`src/inc/synth_ctrl_pkg.sv`:
```
`default_nettype none
package synth_ctrl_pkg;
	// ------------------------------------------------------------
	// word layout and addresses
	// ------------------------------------------------------------
	localparam int          WORD_BITS      = 32;
	localparam logic [3:0]  ADDR_REG0      = 4'h0;
	localparam logic [3:0]  ADDR_PWR       = 4'h4;
	localparam logic [3:0]  ADDR_FIXED_A   = 4'h5;
	localparam logic [3:0]  ADDR_OUT       = 4'h6;
	localparam logic [3:0]  ADDR_LOCK      = 4'h7;
	localparam logic [3:0]  ADDR_FIXED_B   = 4'h8;
	localparam logic [31:0] FIXED_A_WORD   = 32'h00800025;
	localparam logic [31:0] FIXED_B_WORD   = 32'h102D0428;
	// ------------------------------------------------------------
	// field positions
	// ------------------------------------------------------------
	localparam int POS_DBUF      = 14;
	localparam int POS_PDOWN     = 6;
	localparam int POS_CP_TRI    = 5;
	localparam int POS_CNT_RST   = 4;
	localparam int POS_GATED     = 30;
	localparam int POS_NEG_BLEED = 29;
	localparam int POS_FB_SRC    = 24;
	localparam int POS_DIV_LO    = 21;
	localparam int POS_BLEED_LO  = 13;
	localparam int POS_MUTE      = 11;
	localparam int POS_AUX_DIS   = 10;
	localparam int POS_PRI_EN    = 6;
	localparam int POS_PWR_LO    = 4;
	localparam int POS_LOAD_SYNC = 25;
	localparam int POS_LCNT_LO   = 8;
	localparam int POS_LOST      = 7;
	localparam int POS_PREC_LO   = 5;
	localparam int POS_WMODE     = 4;
	// ------------------------------------------------------------
	// reset values and lock timing
	// ------------------------------------------------------------
	localparam logic [31:0] RESET_WORD   = 32'h00000000;
	localparam int          CLK_PS       = 5000;
	localparam int          FIX_WIN_PS   = 2900;
	localparam int          FIX_WIN_CYC  = (FIX_WIN_PS / CLK_PS) < 1 ? 1 : FIX_WIN_PS / CLK_PS;
	localparam logic [7:0]  LOCK_COUNT0  = 8'h18;
	localparam logic [7:0]  LOCK_COUNT1  = 8'h30;
	localparam logic [7:0]  LOCK_COUNT2  = 8'h60;
	localparam logic [7:0]  LOCK_COUNT3  = 8'hC0;
	// clock cycles without a reference rise before the reference counts as lost
	localparam logic [2:0]  REF_LOSS_CYC = 3'h7;
endpackage
`default_nettype wire

```
`src/inc/word_if.sv`:
```
`timescale 1ns/1ps
`default_nettype none
// a committed 32-bit word from the shifter to the register bank
interface word_if;
	logic [31:0] data;
	logic        commit;
	modport source (output data, output commit);
	modport sink   (input data, input commit);
endinterface
`default_nettype wire

```
`src/logic/serial_word_shifter.sv`:
```
`timescale 1ns/1ps
`default_nettype none
module serial_word_shifter
(
	// clock and reset
	input  wire logic ref_clk_i,
	input  wire logic reset_i,
	// serial pins, sampled on the system clock
	input  wire logic serial_clk_i,
	input  wire logic serial_data_i,
	input  wire logic load_enable_i,
	// committed word
	word_if.source    word_o
);
	import synth_ctrl_pkg::*;

	logic [31:0] shift_q;
	logic        sclk_q;
	logic        load_en_q;
	logic [31:0] data_q;
	logic        commit_q;
	wire         sclk_rise = serial_clk_i & ~sclk_q;
	wire         load_rise = load_enable_i & ~load_en_q;

	// ------------------------------------------------------------
	// msb-first shift, commit on load enable rising edge
	// ------------------------------------------------------------
	always_ff @(posedge ref_clk_i)
	begin
		if (reset_i)
		begin
			shift_q  <= RESET_WORD;
			sclk_q   <= 1'b0;
			load_en_q <= 1'b0;
			data_q   <= RESET_WORD;
			commit_q <= 1'b0;
		end
		else
		begin
			sclk_q   <= serial_clk_i;
			load_en_q <= load_enable_i;
			commit_q <= load_rise;
			if (sclk_rise && !load_enable_i)
				shift_q <= {shift_q[30:0], serial_data_i};
			if (load_rise)
				data_q <= shift_q;
		end
	end

	assign word_o.data   = data_q;
	assign word_o.commit = commit_q;
endmodule
`default_nettype wire

```
`src/logic/synth_control_register_bank.sv`:
```
// Summary of operation
// - soft power-down bit in the power register powers the synthesizer down when set.
// - power-down keeps all register contents; the serial input keeps loading words.
// - power-down loads counters, resets lock detect, tri-states pump, kills oscillator and outputs.
// - pump tristate bit puts the charge pump in high impedance.
// - counter reset bit holds reference and feedback counters and band select reset.
// - address 0110 loads the output register; host keeps its reserved bits.
// - gated bleed keeps bleed off until lock is reported.
// - negative bleed enable turns constant negative bleed on or off.
// - feedback source picks oscillator directly or the divider chain output.
// - divider select sets ratio; double buffered it waits for a register zero write.
// - eight-bit bleed level sets added bleed current.
// - mute-until-lock cuts output stage supply until lock.
// - aux output disable bit high turns the auxiliary output off.
// - primary output enable high turns the primary output on.
// - two-bit power field selects one of four primary power levels.
// - address 0111 loads the lock register; host keeps its reserved bits.
// - load-enable sync retimes the divider load to a rising reference edge.
// - lock count field sets consecutive in-window cycles before lock.
// - loss-of-lock mode makes lock detect drop lock when reference vanishes.
// - precision field selects 5, 6, 8 or 12 ns lock window.
// - lock window mode set forces a fixed 2.9 ns window.
`timescale 1ns/1ps
`default_nettype none
module synth_control_register_bank
(
	// clock and reset
	input  wire logic        ref_clk_i,
	input  wire logic        reset_i,
	// serial programming pins
	input  wire logic        serial_clk_i,
	input  wire logic        serial_data_i,
	input  wire logic        load_enable_i,
	// status from the analog loop and the power-down pin
	input  wire logic        reference_input_i,
	input  wire logic        phase_in_window_i,
	input  wire logic        hw_powerdown_i,
	// synthesizer controls
	output logic             powered_down_o,
	output logic             counters_load_o,
	output logic             lock_detect_reset_o,
	output logic             pump_tristate_o,
	output logic             oscillator_on_o,
	output logic             counter_reset_o,
	output logic             bleed_on_o,
	output logic             negative_bleed_o,
	output logic [7:0]       bleed_level_o,
	output logic             feedback_source_o,
	output logic [2:0]       output_divider_o,
	output logic             primary_rf_output_en_o,
	output logic             auxiliary_rf_output_en_o,
	output logic [1:0]       output_power_o,
	output logic             divider_load_o,
	output logic             lock_o,
	output logic [1:0]       lock_precision_o,
	output logic             lock_window_mode_o,
	output logic             lost_lock_mode_o,
	output logic             fixed_words_ok_o
);
	import synth_ctrl_pkg::*;

	// ------------------------------------------------------------
	// serial word capture
	// ------------------------------------------------------------
	word_if word_bus ();

	serial_word_shifter u_shifter
	(
		.ref_clk_i     (ref_clk_i),
		.reset_i       (reset_i),
		.serial_clk_i  (serial_clk_i),
		.serial_data_i (serial_data_i),
		.load_enable_i (load_enable_i),
		.word_o        (word_bus)
	);

	logic [31:0] pwr_q;
	logic [31:0] out_q;
	logic [31:0] lock_q;
	logic [31:0] fixed_a_q;
	logic [31:0] fixed_b_q;
	logic [2:0]  div_active_q;
	logic        ref_q;
	logic        load_pend_q;
	logic [7:0]  lock_cnt_q;
	logic        lock_q_int;
	logic [2:0]  ref_idle_q;

	// ------------------------------------------------------------
	// address decode
	// ------------------------------------------------------------
	wire [3:0] word_addr = word_bus.data[3:0];
	wire       wr_reg0   = word_bus.commit && (word_addr == ADDR_REG0);
	wire       wr_pwr    = word_bus.commit && (word_addr == ADDR_PWR);
	wire       wr_out    = word_bus.commit && (word_addr == ADDR_OUT);
	wire       wr_lock   = word_bus.commit && (word_addr == ADDR_LOCK);
	wire       wr_fix_a  = word_bus.commit && (word_addr == ADDR_FIXED_A);
	wire       wr_fix_b  = word_bus.commit && (word_addr == ADDR_FIXED_B);

	// field decode
	wire       soft_powerdown_bit     = pwr_q[POS_PDOWN];
	wire       pump_tristate_bit      = pwr_q[POS_CP_TRI];
	wire       counter_reset_bit      = pwr_q[POS_CNT_RST];
	wire       double_buffer_bit      = pwr_q[POS_DBUF];
	wire       gated_bleed_bit        = out_q[POS_GATED];
	wire       negative_bleed_enable  = out_q[POS_NEG_BLEED];
	wire       feedback_source_select = out_q[POS_FB_SRC];
	wire [2:0] output_divider_select  = out_q[POS_DIV_LO +: 3];
	wire [7:0] bleed_level_field      = out_q[POS_BLEED_LO +: 8];
	wire       mute_until_lock_bit    = out_q[POS_MUTE];
	wire       aux_output_disable     = out_q[POS_AUX_DIS];
	wire       primary_output_enable  = out_q[POS_PRI_EN];
	wire [1:0] output_power_field     = out_q[POS_PWR_LO +: 2];
	wire       load_sync_bit          = lock_q[POS_LOAD_SYNC];
	wire [1:0] lock_count_field       = lock_q[POS_LCNT_LO +: 2];
	wire       lost_lock_mode         = lock_q[POS_LOST];
	wire [1:0] lock_precision_field   = lock_q[POS_PREC_LO +: 2];
	wire       lock_window_mode_bit   = lock_q[POS_WMODE];

	// power-down from software bit or pin
	wire       pdown = soft_powerdown_bit | hw_powerdown_i;
	wire       ref_rise = reference_input_i & ~ref_q;
	wire       ref_lost = lost_lock_mode && (ref_idle_q == REF_LOSS_CYC);
	wire       lock_clear = pdown | counter_reset_bit | ref_lost;

	// lock count target per field value
	wire [7:0] lock_target = (lock_count_field == 2'h0) ? LOCK_COUNT0 :
	                         (lock_count_field == 2'h1) ? LOCK_COUNT1 :
	                         (lock_count_field == 2'h2) ? LOCK_COUNT2 : LOCK_COUNT3;
	// the window itself is measured by the analog detector; we pass the choice out
	// a commit that lands on a reference rise loads at once instead of being lost
	wire       divider_load_now = load_sync_bit ? (ref_rise && (load_pend_q || wr_reg0)) : wr_reg0;
	wire       muted = mute_until_lock_bit && !lock_q_int;

	// ------------------------------------------------------------
	// register storage; writes land even in power-down
	// ------------------------------------------------------------
	always_ff @(posedge ref_clk_i)
	begin
		if (reset_i)
		begin
			pwr_q     <= RESET_WORD;
			out_q     <= RESET_WORD;
			lock_q    <= RESET_WORD;
			fixed_a_q <= RESET_WORD;
			fixed_b_q <= RESET_WORD;
		end
		else
		begin
			if (wr_pwr)
				pwr_q <= word_bus.data;
			if (wr_out)
				out_q <= word_bus.data;
			if (wr_lock)
				lock_q <= word_bus.data;
			if (wr_fix_a)
				fixed_a_q <= word_bus.data;
			if (wr_fix_b)
				fixed_b_q <= word_bus.data;
		end
	end

	// ------------------------------------------------------------
	// double-buffered divider select
	// ------------------------------------------------------------
	always_ff @(posedge ref_clk_i)
	begin
		if (reset_i)
			div_active_q <= 3'h0;
		else if (!double_buffer_bit || wr_reg0)
			div_active_q <= output_divider_select;
	end

	// ------------------------------------------------------------
	// load retiming and reference watch
	// ------------------------------------------------------------
	always_ff @(posedge ref_clk_i)
	begin
		if (reset_i)
		begin
			ref_q       <= 1'b0;
			load_pend_q <= 1'b0;
			ref_idle_q  <= 3'h0;
		end
		else
		begin
			ref_q <= reference_input_i;
			if (wr_reg0 && load_sync_bit && !ref_rise)
				load_pend_q <= 1'b1;
			else if (ref_rise)
				load_pend_q <= 1'b0;
			if (ref_rise)
				ref_idle_q <= 3'h0;
			else if (ref_idle_q != REF_LOSS_CYC)
				ref_idle_q <= ref_idle_q + 3'h1;
		end
	end

	// ------------------------------------------------------------
	// digital lock detect: consecutive in-window reference cycles
	// ------------------------------------------------------------
	always_ff @(posedge ref_clk_i)
	begin
		if (reset_i || lock_clear)
		begin
			lock_cnt_q <= 8'h00;
			lock_q_int <= 1'b0;
		end
		else if (ref_rise)
		begin
			if (!phase_in_window_i)
				lock_cnt_q <= 8'h00;
			else if (lock_cnt_q != lock_target)
				lock_cnt_q <= lock_cnt_q + 8'h01;
			lock_q_int <= phase_in_window_i && (lock_cnt_q + 8'h01 >= lock_target);
		end
	end

	// ------------------------------------------------------------
	// output registers
	// ------------------------------------------------------------
	always_ff @(posedge ref_clk_i)
	begin
		if (reset_i)
		begin
			powered_down_o           <= 1'b0;
			counters_load_o          <= 1'b0;
			lock_detect_reset_o      <= 1'b0;
			pump_tristate_o          <= 1'b0;
			oscillator_on_o          <= 1'b1;
			counter_reset_o          <= 1'b0;
			bleed_on_o               <= 1'b0;
			negative_bleed_o         <= 1'b0;
			bleed_level_o            <= 8'h00;
			feedback_source_o        <= 1'b0;
			output_divider_o         <= 3'h0;
			primary_rf_output_en_o   <= 1'b0;
			auxiliary_rf_output_en_o <= 1'b0;
			output_power_o           <= 2'h0;
			divider_load_o           <= 1'b0;
			lock_o                   <= 1'b0;
			lock_precision_o         <= 2'h0;
			lock_window_mode_o       <= 1'b0;
			lost_lock_mode_o         <= 1'b0;
			fixed_words_ok_o         <= 1'b0;
		end
		else
		begin
			powered_down_o           <= pdown;
			counters_load_o          <= pdown;
			lock_detect_reset_o      <= pdown;
			pump_tristate_o          <= pdown | pump_tristate_bit;
			oscillator_on_o          <= !pdown;
			counter_reset_o          <= counter_reset_bit;
			bleed_on_o               <= !gated_bleed_bit || lock_q_int;
			negative_bleed_o         <= negative_bleed_enable;
			bleed_level_o            <= bleed_level_field;
			feedback_source_o        <= feedback_source_select;
			output_divider_o         <= div_active_q;
			primary_rf_output_en_o   <= primary_output_enable && !pdown && !muted;
			auxiliary_rf_output_en_o <= !aux_output_disable && !pdown && !muted;
			output_power_o           <= output_power_field;
			divider_load_o           <= divider_load_now;
			lock_o                   <= lock_q_int;
			lock_precision_o         <= lock_precision_field;
			lock_window_mode_o       <= lock_window_mode_bit;
			lost_lock_mode_o         <= lost_lock_mode;
			fixed_words_ok_o         <= (fixed_a_q == FIXED_A_WORD) && (fixed_b_q == FIXED_B_WORD);
		end
	end
endmodule
`default_nettype wire

```
`config.mk`:
```
export PLATFORM = sky130hd
export DESIGN_NAME = synth_control_register_bank
export DESIGN_NICKNAME = d
export VERILOG_FILES = /design/src/inc/synth_ctrl_pkg.sv /design/src/inc/word_if.sv /design/src/logic/serial_word_shifter.sv /design/src/logic/synth_control_register_bank.sv
export SDC_FILE = /design/constraint.sdc
export NUM_CORES = 1
export LEC_CHECK = 0
export BUFFER_PORTS_ARGS = -buffer_cell sky130_fd_sc_hd__buf_4
export CAP_MARGIN = 25
export CORE_AREA = 5 5 125 127
export CTS_BUF_LIST = sky130_fd_sc_hd__clkbuf_8 sky130_fd_sc_hd__clkbuf_16
export DETAILED_ROUTE_END_ITERATION = 10
export DIE_AREA = 0 0 130 132
export PLACE_DENSITY_LB_ADDON = 0.3
export REMOVE_ABC_BUFFERS = 1
export SETUP_SLACK_MARGIN = 0.2
export SYNTH_ARGS = -nofsm -noshare
export SYNTH_HDL_FRONTEND = slang
export SYNTH_SLANG_ARGS = --single-unit
```
`constraint.sdc`:
```
create_clock -name ref_clk_i -period 1.7 [get_ports ref_clk_i]
set_input_delay 0.085 -clock ref_clk_i [delete_from_list [all_inputs] [get_ports ref_clk_i]]
set_output_delay 0.085 -clock ref_clk_i [all_outputs]
set_load 0.05 [all_outputs]
```
* Yosys cells after proc, flatten, opt, wreduce, memory -nomap -nowiden *
Index checks and enable logic that the tools add are counted.

word-level totals
  output and inout bits = 31
  register bits = 249
  logic and storage cells = 103
  input bits = 8

cells by class
  eq/ne operators = 13
  multiplexer cells = 8
  order comparisons = 1
  reduce and logical (&&, ||, !) cells = 35
  bitwise logic cells = 10
  $add $sub $neg = 2

operator list
  cell                                                   count
  2-to-1 mux 8 bit                                       5
  equality test 32 x 24 -> 1 bit, second input constant  1
  equality test 32 x 29 -> 1 bit, second input constant  1
  logical AND 1 bit                                      18
  equality test 4 x 3 -> 1 bit, second input constant    4
  adder 8 x 1 -> 8 bit, second input constant            1
  greater-or-equal comparator 8 bit                      1
  zero test 1 bit                                        8
  inequality test 8 bit                                  1
  equality test 4 bit, second input constant             1
  zero test 4 bit                                        1
  logical OR 1 bit                                       4
  bitwise OR 1 bit                                       4
  adder 3 x 1 -> 3 bit, second input constant            1
  bitwise AND 1 bit                                      3
  equality test 3 bit, second input constant             1
  2-to-1 mux 1 bit                                       3
  inequality test 3 bit, second input constant           1
  NOT 1 bit                                              3
  equality test 2 x 1 -> 1 bit, second input constant    1
  equality test 2 bit, second input constant             1
  zero test 2 bit                                        1
  inequality test 2 x 1 -> 1 bit, second input constant  1
  AND reduction 2 bit                                    1
  2 further kinds                                        2

* Longest topological paths before layout *
Gate-level depths: netlist of run 1.

  depth in word-level cells = 7
  gate-level depth with buffers = 9
  depth with buffers taken out = 9

* By module *
A second synthesis of run 1 with hierarchy kept.

second synthesis, totals
  cells, all modules = 902
  area, all modules = 7890.1 um^2

by module, submodules not included
  module                       area each (um^2)  times used  seq. area each (um^2)  cells each
  synth_control_register_bank  5388.9            1           2802.7                 614
  serial_word_shifter          2501.1            1           1341.3                 288

* Worst setup path before layout of run 1 *
No wires, ideal clock.

  kind = register to register
  from = register lock_cnt_q[2]
  to = register lock_q_int
  arrival = 1.733 ns
  stages on the path, launching flop included = 9
  data required time = 1.578 ns
  setup slack = -0.155 ns
  buffers on the path = 0
  period minus slack after synthesis = 1.855 ns
  library setup time = 0.122 ns
  cells stage by stage = dfxtp_1 -> nand3_1 -> o31a_1 -> or2_2 -> ha_1 -> o21ai_0 -> nor2_1 -> o21ai_1 -> a21oi_1

between the ends
  word-level cells in the longest chain between the ends = 3

RTL lines
  element                            line                                RTL
  from (decl)                        synth_control_register_bank.sv:85   logic [7:0] lock_cnt_q;
  from (signal assigned)             synth_control_register_bank.sv:214  lock_cnt_q <= lock_cnt_q + 8'h01;
  adder 8 x 1 -> 8 bit               synth_control_register_bank.sv:215  lock_q_int <= phase_in_window_i && (lock_cnt_q + 8'h01 >= lock_target);
  greater-or-equal comparator 8 bit  synth_control_register_bank.sv:215
  logical AND 1 bit                  synth_control_register_bank.sv:215
  to (signal assigned)               synth_control_register_bank.sv:215
  to (decl)                          synth_control_register_bank.sv:86   logic lock_q_int;

No other way between the ends.
A chain may end at the register's enable or synchronous reset.

* Worst setup path in the final report of run 1 *
  from = register lock_cnt_q[5]
  to = register lock_q_int

The elaborated chain is that of the path after synthesis.

==> results.tsv, run 1 <==
metric	value	unit
insertedDiodeCount	0	
dpl_cell_area	0.008244	sq mm
drv_cap	0	
ir_worst_vdd	0.8103	mV
cts_sinks	207	
finalPower	10060	uW
setup_viol	0	
cts-root-buf	clkbuf_16	
p_leak	0.003456	uW
min_period_over_period	99.55	%
drive_above_1_share	19.06	%
die_h	132	um
fmax	590.9	MHz
ys_warn_count	0	
final_area	0.009493	sq mm
min_to	ref_idle_q[1]$_SDFFE_PP0P_	
grt_max_degree	73	
ff_latch_area	0.004167	sq mm
initial_core_util	53.39	%
final_common_cell	nand2_1	
track_usage	19.65	%
status	finished, final reports clean	
vias	6080	
tightestPinTransition	0.4940	ns
nets	981	
grt_pass1_wl	27.95	mm
numPortBuffers	38	
cp-end-kind	flop	
met1_usage	27.58	%
synth-compound-area-share	11.84	%
r2r_end	lock_q_int$_SDFFE_PP0P_	
hold_viol	0	
synth_mux_area_share	2.227	%
timing.critical_path.buf_inv	1	
worst_slew_margin_rel	66.60	%
yosys_most_used_dff	dfxtp_1	
crit_slowest_cell	dfxtp_2	
synth_xor_xnor_area_share	0.8022	%
yosysSeqAreaShare	54.22	%
clk_pin_slew	0.06	ns
synth_cell_types	47	
cp.arrival	2.07	ns
dp.final_hpwl	10.14	mm
worst_ep_required_time	2.07	ns
drt-initial-drc-count	500	
synth_cells	903	
first_pass_iters	5	
cts_tree	done	
grt_overflow	0	
met3_usage	2.796	%
cpPeakStageDelay	0.34	ns
crit_type	reg2reg	
rr_startpoint	lock_cnt_q[5]$_SDFFE_PP0P_	
clock_path_buffers	3	
cp_top_family	compound AO/OA/AOI/OAI gates	
antenna_found_initial	0	
synth_edf_count	0	
h-tree-depth	1	
post-place-cells	1101	
reg2regPathDepth	9	
area_delta_synth_final	24.21	%
wl_per_cell	14.87	um
detail_route.drc_violations	0	
multiInputGateArea	0.003397	sq mm
grt_pass1_vias	5549	
clock_latency	0.49	ns
numCtsBuffers	22	
crit_chain	buf_6 > nand3_2 > o21a_1 > or2_4 > ha_4 > o21ai_2 > nor2_1 > o21ai_1 > a21oi_1	
rsz0062_at_grt	true	
grt_util_met2	32.12	%
holdWs	0.08160	ns
rrSetupSlack	0.008	ns
synth_simple_gate_area_share	24.66	%
die-area	0.01716	sq mm
vias_per_cell	5.241	
final_cell_mix	290 x nand2_1, 193 x dfxtp_1, 147 x a21oi_1	
synth_seq_cells	207	
slew_viol_final	0	
n_fill_cell	1192	
holdPathStages	4	
io_pins	39	
hold_class	in2reg	
fin_ws	0.007712	ns
place_congestion	0.8323	
drt.antenna.violating_nets	0	
place_ws	-0.1485	ns
p_per_area	1060	mW/mm^2
syn_area	0.007642	sq mm
timing.final.crit_period	1.692	ns
min_from	reference_input_i	
final_cells	1160	
coreArea	0.01431	sq mm
synth_fa_ha_area_share	1.965	%
final.setup_skew	0.007960	ns
std_cell_rows	44	
cp_max_fo	3	
drt_wl_total	17.25	mm
synthArstFlopShare	0	%
start_kind	flop	
synth_top_family_by_area	simple AND/OR/NAND/NOR gates	
die_x	130	um
syn_avg_cell_area	8.463	sq um
busiest_layer	met2	
==> timing repair <==
action | 4_1_cts | 5_1_grt
cloned | 0 | 3
pin swaps | 22 | 9
resized for setup | 46 | 29
hold buffers | 7 | 0
setup endpoints to repair | 13 | 59
endpoints found under the hold margin | 14 | 0
setup buffers | 8 | 2
==> how the worst max path moves through the flow <==
| stage | slack, ns | depth (start not counted) | startpoint | end |
|---|---|---|---|---|
| after floorplan | -0.67 | 3 | u_shifter.sclk_q$_SDFF_PP0_ | u_shifter.shift_q[0]$_SDFFE_PP0P_ |
| after global placement | -0.13 | 9 | lock_cnt_q[0]$_SDFFE_PP0P_ | lock_q_int$_SDFFE_PP0P_ |
| after detailed placement | -0.15 | 9 | lock_cnt_q[0]$_SDFFE_PP0P_ | lock_q_int$_SDFFE_PP0P_ |
| after CTS | 0.07 | 9 | lock_cnt_q[1]$_SDFFE_PP0P_ | lock_q_int$_SDFFE_PP0P_ |
| after global routing | -0.09 | 9 | lock_cnt_q[5]$_SDFFE_PP0P_ | lock_q_int$_SDFFE_PP0P_ |
| final | 0.008 | 9 | lock_cnt_q[5]$_SDFFE_PP0P_ | lock_q_int$_SDFFE_PP0P_ |
==> where the power goes <==
group	total, uW	leakage, uW	switching (uW)	internal, uW
Sequential	4880	0.00168	11.1	4870
Clock	4860	0.000390	1850	3010
Combinational	327	0.00139	227	100
==> cells by family after synthesis <==
| family | count (synthesis) |
|---|---|
| XOR/XNOR | 7 |
| buffers and inverters | 71 |
| adder cells (fa/ha/maj) | 12 |
| AO/OA/AOI/OAI | 168 |
| AND/OR/NAND/NOR | 421 |
| multiplexers | 17 |
| flip-flops | 207 |
==> registers in the layout, summed over array words and instances, names as in the netlist, 2 cells and up <==
register / count
output_divider_o: 3
div_active_q: 3
ref_idle_q: 3
out_q: 19
fixed_b_q: 32
bleed_level_o: 8
u_shifter.word_o.data: 32
output_power_o: 2
lock_cnt_q: 8
lock_q: 7
u_shifter.shift_q: 32
lock_precision_o: 2
pwr_q: 4
fixed_a_q: 32
==> synth_stat cells (all sizes together), types with 4 or more instances <==
cell type	n	area [sq um]
nor3b	7	52.55
a21oi	150	754.5
nand2	293	1100
nand3b	4	37.53
xor2	6	52.55
nand2b	4	25.02
nor4b	5	43.79
dfxtp	207	4144
o21ai	5	25.02
ha	12	150.1
nor2b	29	181.4
nand3	14	75.07
nor3	12	60.06
nor2	25	93.84
mux2i	17	170.2
nor4	10	62.56
clkbuf	36	135.1
buf	25	155.2
inv	10	37.54
==> stage by stage <==
step | util (%) | TNS (ns)
floorplan | - | -21.68
global placement | 57.60 | -0.1766
detailed placement | 57.60 | -0.2754
CTS | 64.88 | 0
global route | 66.32 | -0.1317
finish | 66.32 | 0
==> layout make-up <==
cell class                 instances  area share, %
sequential                       207          43.89
clock inverter                    10          1.054
multi-input combinational        625          35.78
inverter                          10         0.4218
timing repair buffer              95          9.490
tap                              184          2.425
clock buffer                      29          6.933
==> worst register-to-register path, delay by kind of cell (launching register included) <==
family	cells	cell delay (ns)
buf+inv	1	0.10
flops	1	0.34
compound gates	4	0.54
simple gates	3	0.38
fa+ha+maj	1	0.22
==> routing by layer <==
layer | up-vias | share of wire [%]
met1 | 2834 | 45
li1 | 3092 | -
met5 | - | 0
met3 | 24 | 5.5
met4 | 0 | 1.8
met2 | 130 | 48
No activity file was read; power rests on OpenSTA's default activity.
==> run 2, diff against run 1 <==
Settings changed: RECOVER_POWER set to 25.
==> run 2 against run 1 <==
  * Die area unchanged
  * Register-to-register slack about the same
  * Setup slack about the same
  * Utilization decreased by 0.98 points
  * Count of clock-buffer cells in the layout unchanged
  * Wire length about the same
  * Global-route usage unchanged
  * Critical path depth unchanged
==> results.tsv, run 2 (synthesized netlist as in run 1, its figures left out) <==
metric	value	unit
fin_ws	0.007231	ns
ir_worst_vdd	0.8081	mV
min_from	reference_input_i	
area_delta_synth_final	22.38	%
min_to	ref_idle_q[1]$_SDFFE_PP0P_	
worst_slew_margin_rel	49.95	%
wl_per_cell	14.88	um
dp.final_hpwl	10.14	mm
drive_above_1_share	15.68	%
drv_cap	0	
cpPeakStageDelay	0.37	ns
ff_latch_area	0.004167	sq mm
coreArea	0.01431	sq mm
p_per_area	1075	mW/mm^2
numCtsBuffers	22	
die_x	130	um
vias	6106	
n_fill_cell	1223	
fmax	590.7	MHz
p_sw	2086	uW
clk_pin_slew	0.06	ns
crit_type	reg2reg	
crit_chain	ha_4 > nand2_4 > o21a_1 > or2_4 > ha_4 > o21ai_2 > nor2_1 > o21ai_1 > a21oi_1	
cts_sinks	207	
cpMostUsedCell	ha_4	
multiInputGateArea	0.003392	sq mm
cp.arrival	2.07	ns
grt_pass1_wl	27.95	mm
final.setup_skew	0.007332	ns
final_common_cell	nand2_1	
h-tree-depth	1	
first_pass_iters	5	
timing.final.crit_period	1.693	ns
antenna_found_initial	1	
p_clk_share	48.4	%
clock_latency	0.49	ns
comb_power_share	3.1	%
worst_ep_required_time	2.08	ns
crit_slowest_cell	dfxtp_4	
timing.critical_path.buf_inv	0	
reg2regPathDepth	9	
rsz0062_at_grt	true	
nets	981	
rr_startpoint	lock_cnt_q[0]$_SDFFE_PP0P_	
hold_viol	0	
rrSetupSlack	0.007	ns
cts-root-buf	clkbuf_16	
place_congestion	0.8323	
numPortBuffers	38	
hold_class	in2reg	
cts_tree	done	
utilization	65.34	%
cp_max_fo	3	
final_cell_mix	290 x nand2_1, 193 x dfxtp_1, 147 x a21oi_1	
insertedDiodeCount	0	
cp-end-kind	flop	
drt-initial-drc-count	462	
place_ws	-0.1485	ns
vias_per_cell	5.264	
post-place-cells	1101	
p_leak	0.003317	uW
tightestPinTransition	0.7508	ns
detail_route.drc_violations	0	
track_usage	19.65	%
die_h	132	um
grt_pass1_vias	5549	
slew_viol_final	0	
io_pins	39	
grt_overflow	0	
drt.antenna.violating_nets	0	
finalPower	10050	uW
min_period_over_period	99.57	%
holdPathStages	4	
pwr-share-seq	48.5	%
final_cells	1160	
r2r_end	lock_q_int$_SDFFE_PP0P_	
setup_viol	0	
status	finished, final reports clean	
initial_core_util	53.39	%
cp_top_family	compound AO/OA/AOI/OAI gates	
grt_max_degree	73	
std_cell_rows	44	
drt_wl_total	17.26	mm
start_kind	flop	
switching_share	20.76	%
clock_path_buffers	3	
die-area	0.01716	sq mm
cell_internal_pwr	7964	uW
## run 2: metal layers
layer | up-vias | global-route usage (%) | routed length (um)
li1 | 3091 | - | -
met1 | 2843 | 27.58 | 7892
met2 | 146 | 32.12 | 8153
met3 | 26 | 2.796 | 887
met4 | 0 | 4.503 | 330
met5 | - | 0 | 0
## run 2: power by group through the flow
stage / Sequential, uW / Clock [uW] / Combinational, uW
6_report: 4880 / 4860 / 311
5_1_grt: 4880 / 5170 / 339
4_1_cts: 4880 / 4940 / 323
3_5_place_dp: 4990 / 0 / 299
3_3_place_gp: 4990 / 0 / 300
2_1_floorplan: 5020 / 0 / 85.8
## run 2: worst max-delay path by stage
| stage | startpoint | end | slack (ns) | cells past startpoint |
|---|---|---|---|---|
| finish | lock_cnt_q[0]$_SDFFE_PP0P_ | lock_q_int$_SDFFE_PP0P_ | 0.007 | 9 |
| detailed placement | lock_cnt_q[0]$_SDFFE_PP0P_ | lock_q_int$_SDFFE_PP0P_ | -0.15 | 9 |
| global placement | lock_cnt_q[0]$_SDFFE_PP0P_ | lock_q_int$_SDFFE_PP0P_ | -0.13 | 9 |
| floorplan | u_shifter.sclk_q$_SDFF_PP0_ | u_shifter.shift_q[0]$_SDFFE_PP0P_ | -0.67 | 3 |
| global route | reset_i | lock_cnt_q[1]$_SDFFE_PP0P_ | -0.1 | 8 |
| CTS | lock_cnt_q[1]$_SDFFE_PP0P_ | lock_q_int$_SDFFE_PP0P_ | 0.07 | 9 |
## run 2: area by class of cell
cell class              instances  share of cell area, %
flip-flops and latches        207                  44.55
multi-input cells             625                  36.27
repair buffers                 95                  8.187
clock buffers                  29                  7.037
well taps                     184                  2.462
clock inverters                10                  1.070
inverters                      10                 0.4281
## run 2: repair_timing
action                                  in CTS  in global routing
hold buffers                                 7                  0
hold endpoints to repair                    14                  0
buffers inserted                             8                  2
endpoints found under the setup margin      13                 59
gates resized for setup                     46                 29
cloned                                       0                  3
pin swaps                                   22                  9
## run 2: worst min-delay path, delay by kind of cell
| kind | cells | cell delay, ns |
|---|---|---|
| buffers and inverters | 2 | 0.24 |
| AND/OR/NAND/NOR | 2 | 0.20 |
## run 2: through the flow
stage / TNS (ns) / instance area, sq um / hold WS (ns)
global route: -0.2336 / 9353 / 0.1044
global placement: -0.1766 / 8244 / 0.3143
detailed placement: -0.2754 / 8244 / 0.3167
CTS: 0 / 9286 / 0.07250
finish: 0 / 9353 / 0.08251
floorplan: -21.68 / 7352 / 0.1517
==> run 3, diff against run 2 <==
Settings changed: REMOVE_ABC_BUFFERS 1 to unset.
==> run 3 against run 2 <==
  * Cell area decreased by 2.3%
  * Critical endpoint unchanged
  * Final cell count is 0.95% lower
  * Setup slack better by 0.0012 ns
  * Sequential cell count is the same
==> results.tsv, run 3 (synthesized netlist as in run 1, its figures left out) <==
metric	value	unit
min_period_over_period	99.50	%
insertedDiodeCount	0	
p_per_area	1083	mW/mm^2
tightestPinTransition	1.080	ns
timing.final.crit_period	1.692	ns
wl_per_cell	14.35	um
reg2regPathDepth	8	
cts_tree	done	
crit_type	reg2reg	
die-area	0.01716	sq mm
track_usage	18.87	%
ff_latch_area	0.004170	sq mm
utilization	63.82	%
timing.critical_path.buf_inv	0	
numCtsBuffers	22	
clock_latency	0.50	ns
drive_above_1_share	13.06	%
crit_chain	nand3_4 > o31a_1 > or2_4 > ha_4 > nand2_2 > mux2i_2 > nor3_2 > a21oi_1	
die_x	130	um
grt_pass1_wl	27.26	mm
first_pass_iters	4	
drt.antenna.violating_nets	0	
grt_overflow	0	
drv_cap	0	
status	finished, final reports clean	
drt-initial-drc-count	414	
place_ws	0.02201	ns
antenna_found_initial	0	
p_leak	0.003261	uW
met1_usage	27.71	%
cp_max_fo	4	
coreArea	0.01431	sq mm
clk_pin_slew	0.06	ns
cp-end-kind	flop	
final_area	0.009135	sq mm
crit_slowest_cell	dfxtp_4	
crit_start	lock_cnt_q[0]$_SDFFE_PP0P_	
drt_wl_total	16.49	mm
final.setup_skew	0.02292	ns
cp.arrival	2.06	ns
initial_core_util	53.39	%
busiest_layer	met2	
place_congestion	0.8206	
synth_nets	923	
hold_class	in2reg	
dpl_cell_area	0.008227	sq mm
ir_worst_vdd	0.7297	mV
setup_viol	0	
nets	969	
vias	6029	
grt_pass1_vias	5562	
met3_usage	2.715	%
cts_sinks	207	
multiInputGateArea	0.003356	sq mm
cp_top_family	simple AND/OR/NAND/NOR gates	
rrSetupSlack	0.008	ns
slew_viol_final	0	
area_delta_synth_final	19.53	%
fin_ws	0.008436	ns
worst_ep_required_time	2.07	ns
endpoint	lock_q_int$_SDFFE_PP0P_	
clock_path_buffers	3	
worst_slew_margin_rel	28.01	%
die_h	132	um
final_cell_mix	290 x nand2_1, 196 x dfxtp_1, 149 x a21oi_1	
hold_viol	0	
final_common_cell	nand2_1	
rr_startpoint	lock_cnt_q[0]$_SDFFE_PP0P_	
numPortBuffers	38	
detail_route.drc_violations	0	
worst-path-stages	8	
rsz0062_at_grt	true	
cpPeakStageDelay	0.38	ns
dp.final_hpwl	10.10	mm
grt_util_met2	29.31	%
setup_tns	0	ns
cts-root-buf	clkbuf_16	
n_fill_cell	1224	
vias_per_cell	5.247	
grt_max_degree	169	
h-tree-depth	1	
r2r_end	lock_q_int$_SDFFE_PP0P_	
std_cell_rows	44	
io_pins	39	
start_kind	flop	
fmax	591.2	MHz
-- run 3: cell types whose count changed in the layout (fill, tap and decap cells not counted), sizes merged --
| cell | change |
|---|---|
| buf | -13 |
| clkinv | +7 |
| clkbuf | -6 |
| dlygate4sd3 | +3 |
| inv | -2 |
-- run 3: worst min path at each step --
stage	end	slack, ns	cells after the start	from
final	u_shifter.sclk_q$_SDFF_PP0_	0.38	3	serial_clk_i
after global routing	u_shifter.sclk_q$_SDFF_PP0_	0.41	3	serial_clk_i
after CTS	u_shifter.sclk_q$_SDFF_PP0_	0.37	3	serial_clk_i
after detailed placement	u_shifter.sclk_q$_SDFF_PP0_	0.32	2	serial_clk_i
after global placement	u_shifter.sclk_q$_SDFF_PP0_	0.31	2	serial_clk_i
after floorplan	pump_tristate_o$_SDFF_PP0_	0.20	2	hw_powerdown_i
-- run 3: what timing repair did --
action	CTS	global route
pin swaps	4	11
endpoints found under the hold margin	35	0
hold buffers	10	0
setup buffers	6	5
setup endpoints to repair	7	74
gates resized for setup	5	23
gates cloned	0	1
-- run 3: cell type report --
type	instances	share of cell area [%]
Sequential cell	207	45.65
Multi-Input combinational cell	625	36.73
Timing Repair Buffer	83	6.670
Clock buffer	25	6.479
Tap cell	184	2.520
Clock inverter	15	1.534
Inverter	10	0.4109
-- run 3: per-stage QoR --
| stage | hold slack [ns] | total power (uW) | std cells |
|---|---|---|---|
| after CTS | 0.3661 | 9989 | 1143 |
| after detailed placement | 0.3213 | 5266 | 1087 |
| final | 0.3773 | 9898 | 1149 |
| after floorplan | 0.2045 | 5188 | 903 |
| after global placement | 0.3125 | 5267 | 1087 |
| after global routing | 0.4103 | 10230 | 1149 |
-- run 3: power breakdown --
part | internal (uW) | switching (uW)
logic | 87.5 | 220
clock network | 2810 | 1900
registers | 4860 | 11.0
-- run 3: worst min-delay path, cell delays in order --
cell	delay, ns
dlygate4sd3_1	0.52
buf_4	0.11
nor2b_1	0.11
-- run 3: layer usage --
metal	vias up	share of wire [%]	routed length, um
li1	3077	-	-
met3	23	6.0	994
met1	2806	46	7550
met4	0	1.5	245
met2	123	47	7694
met5	-	0	0
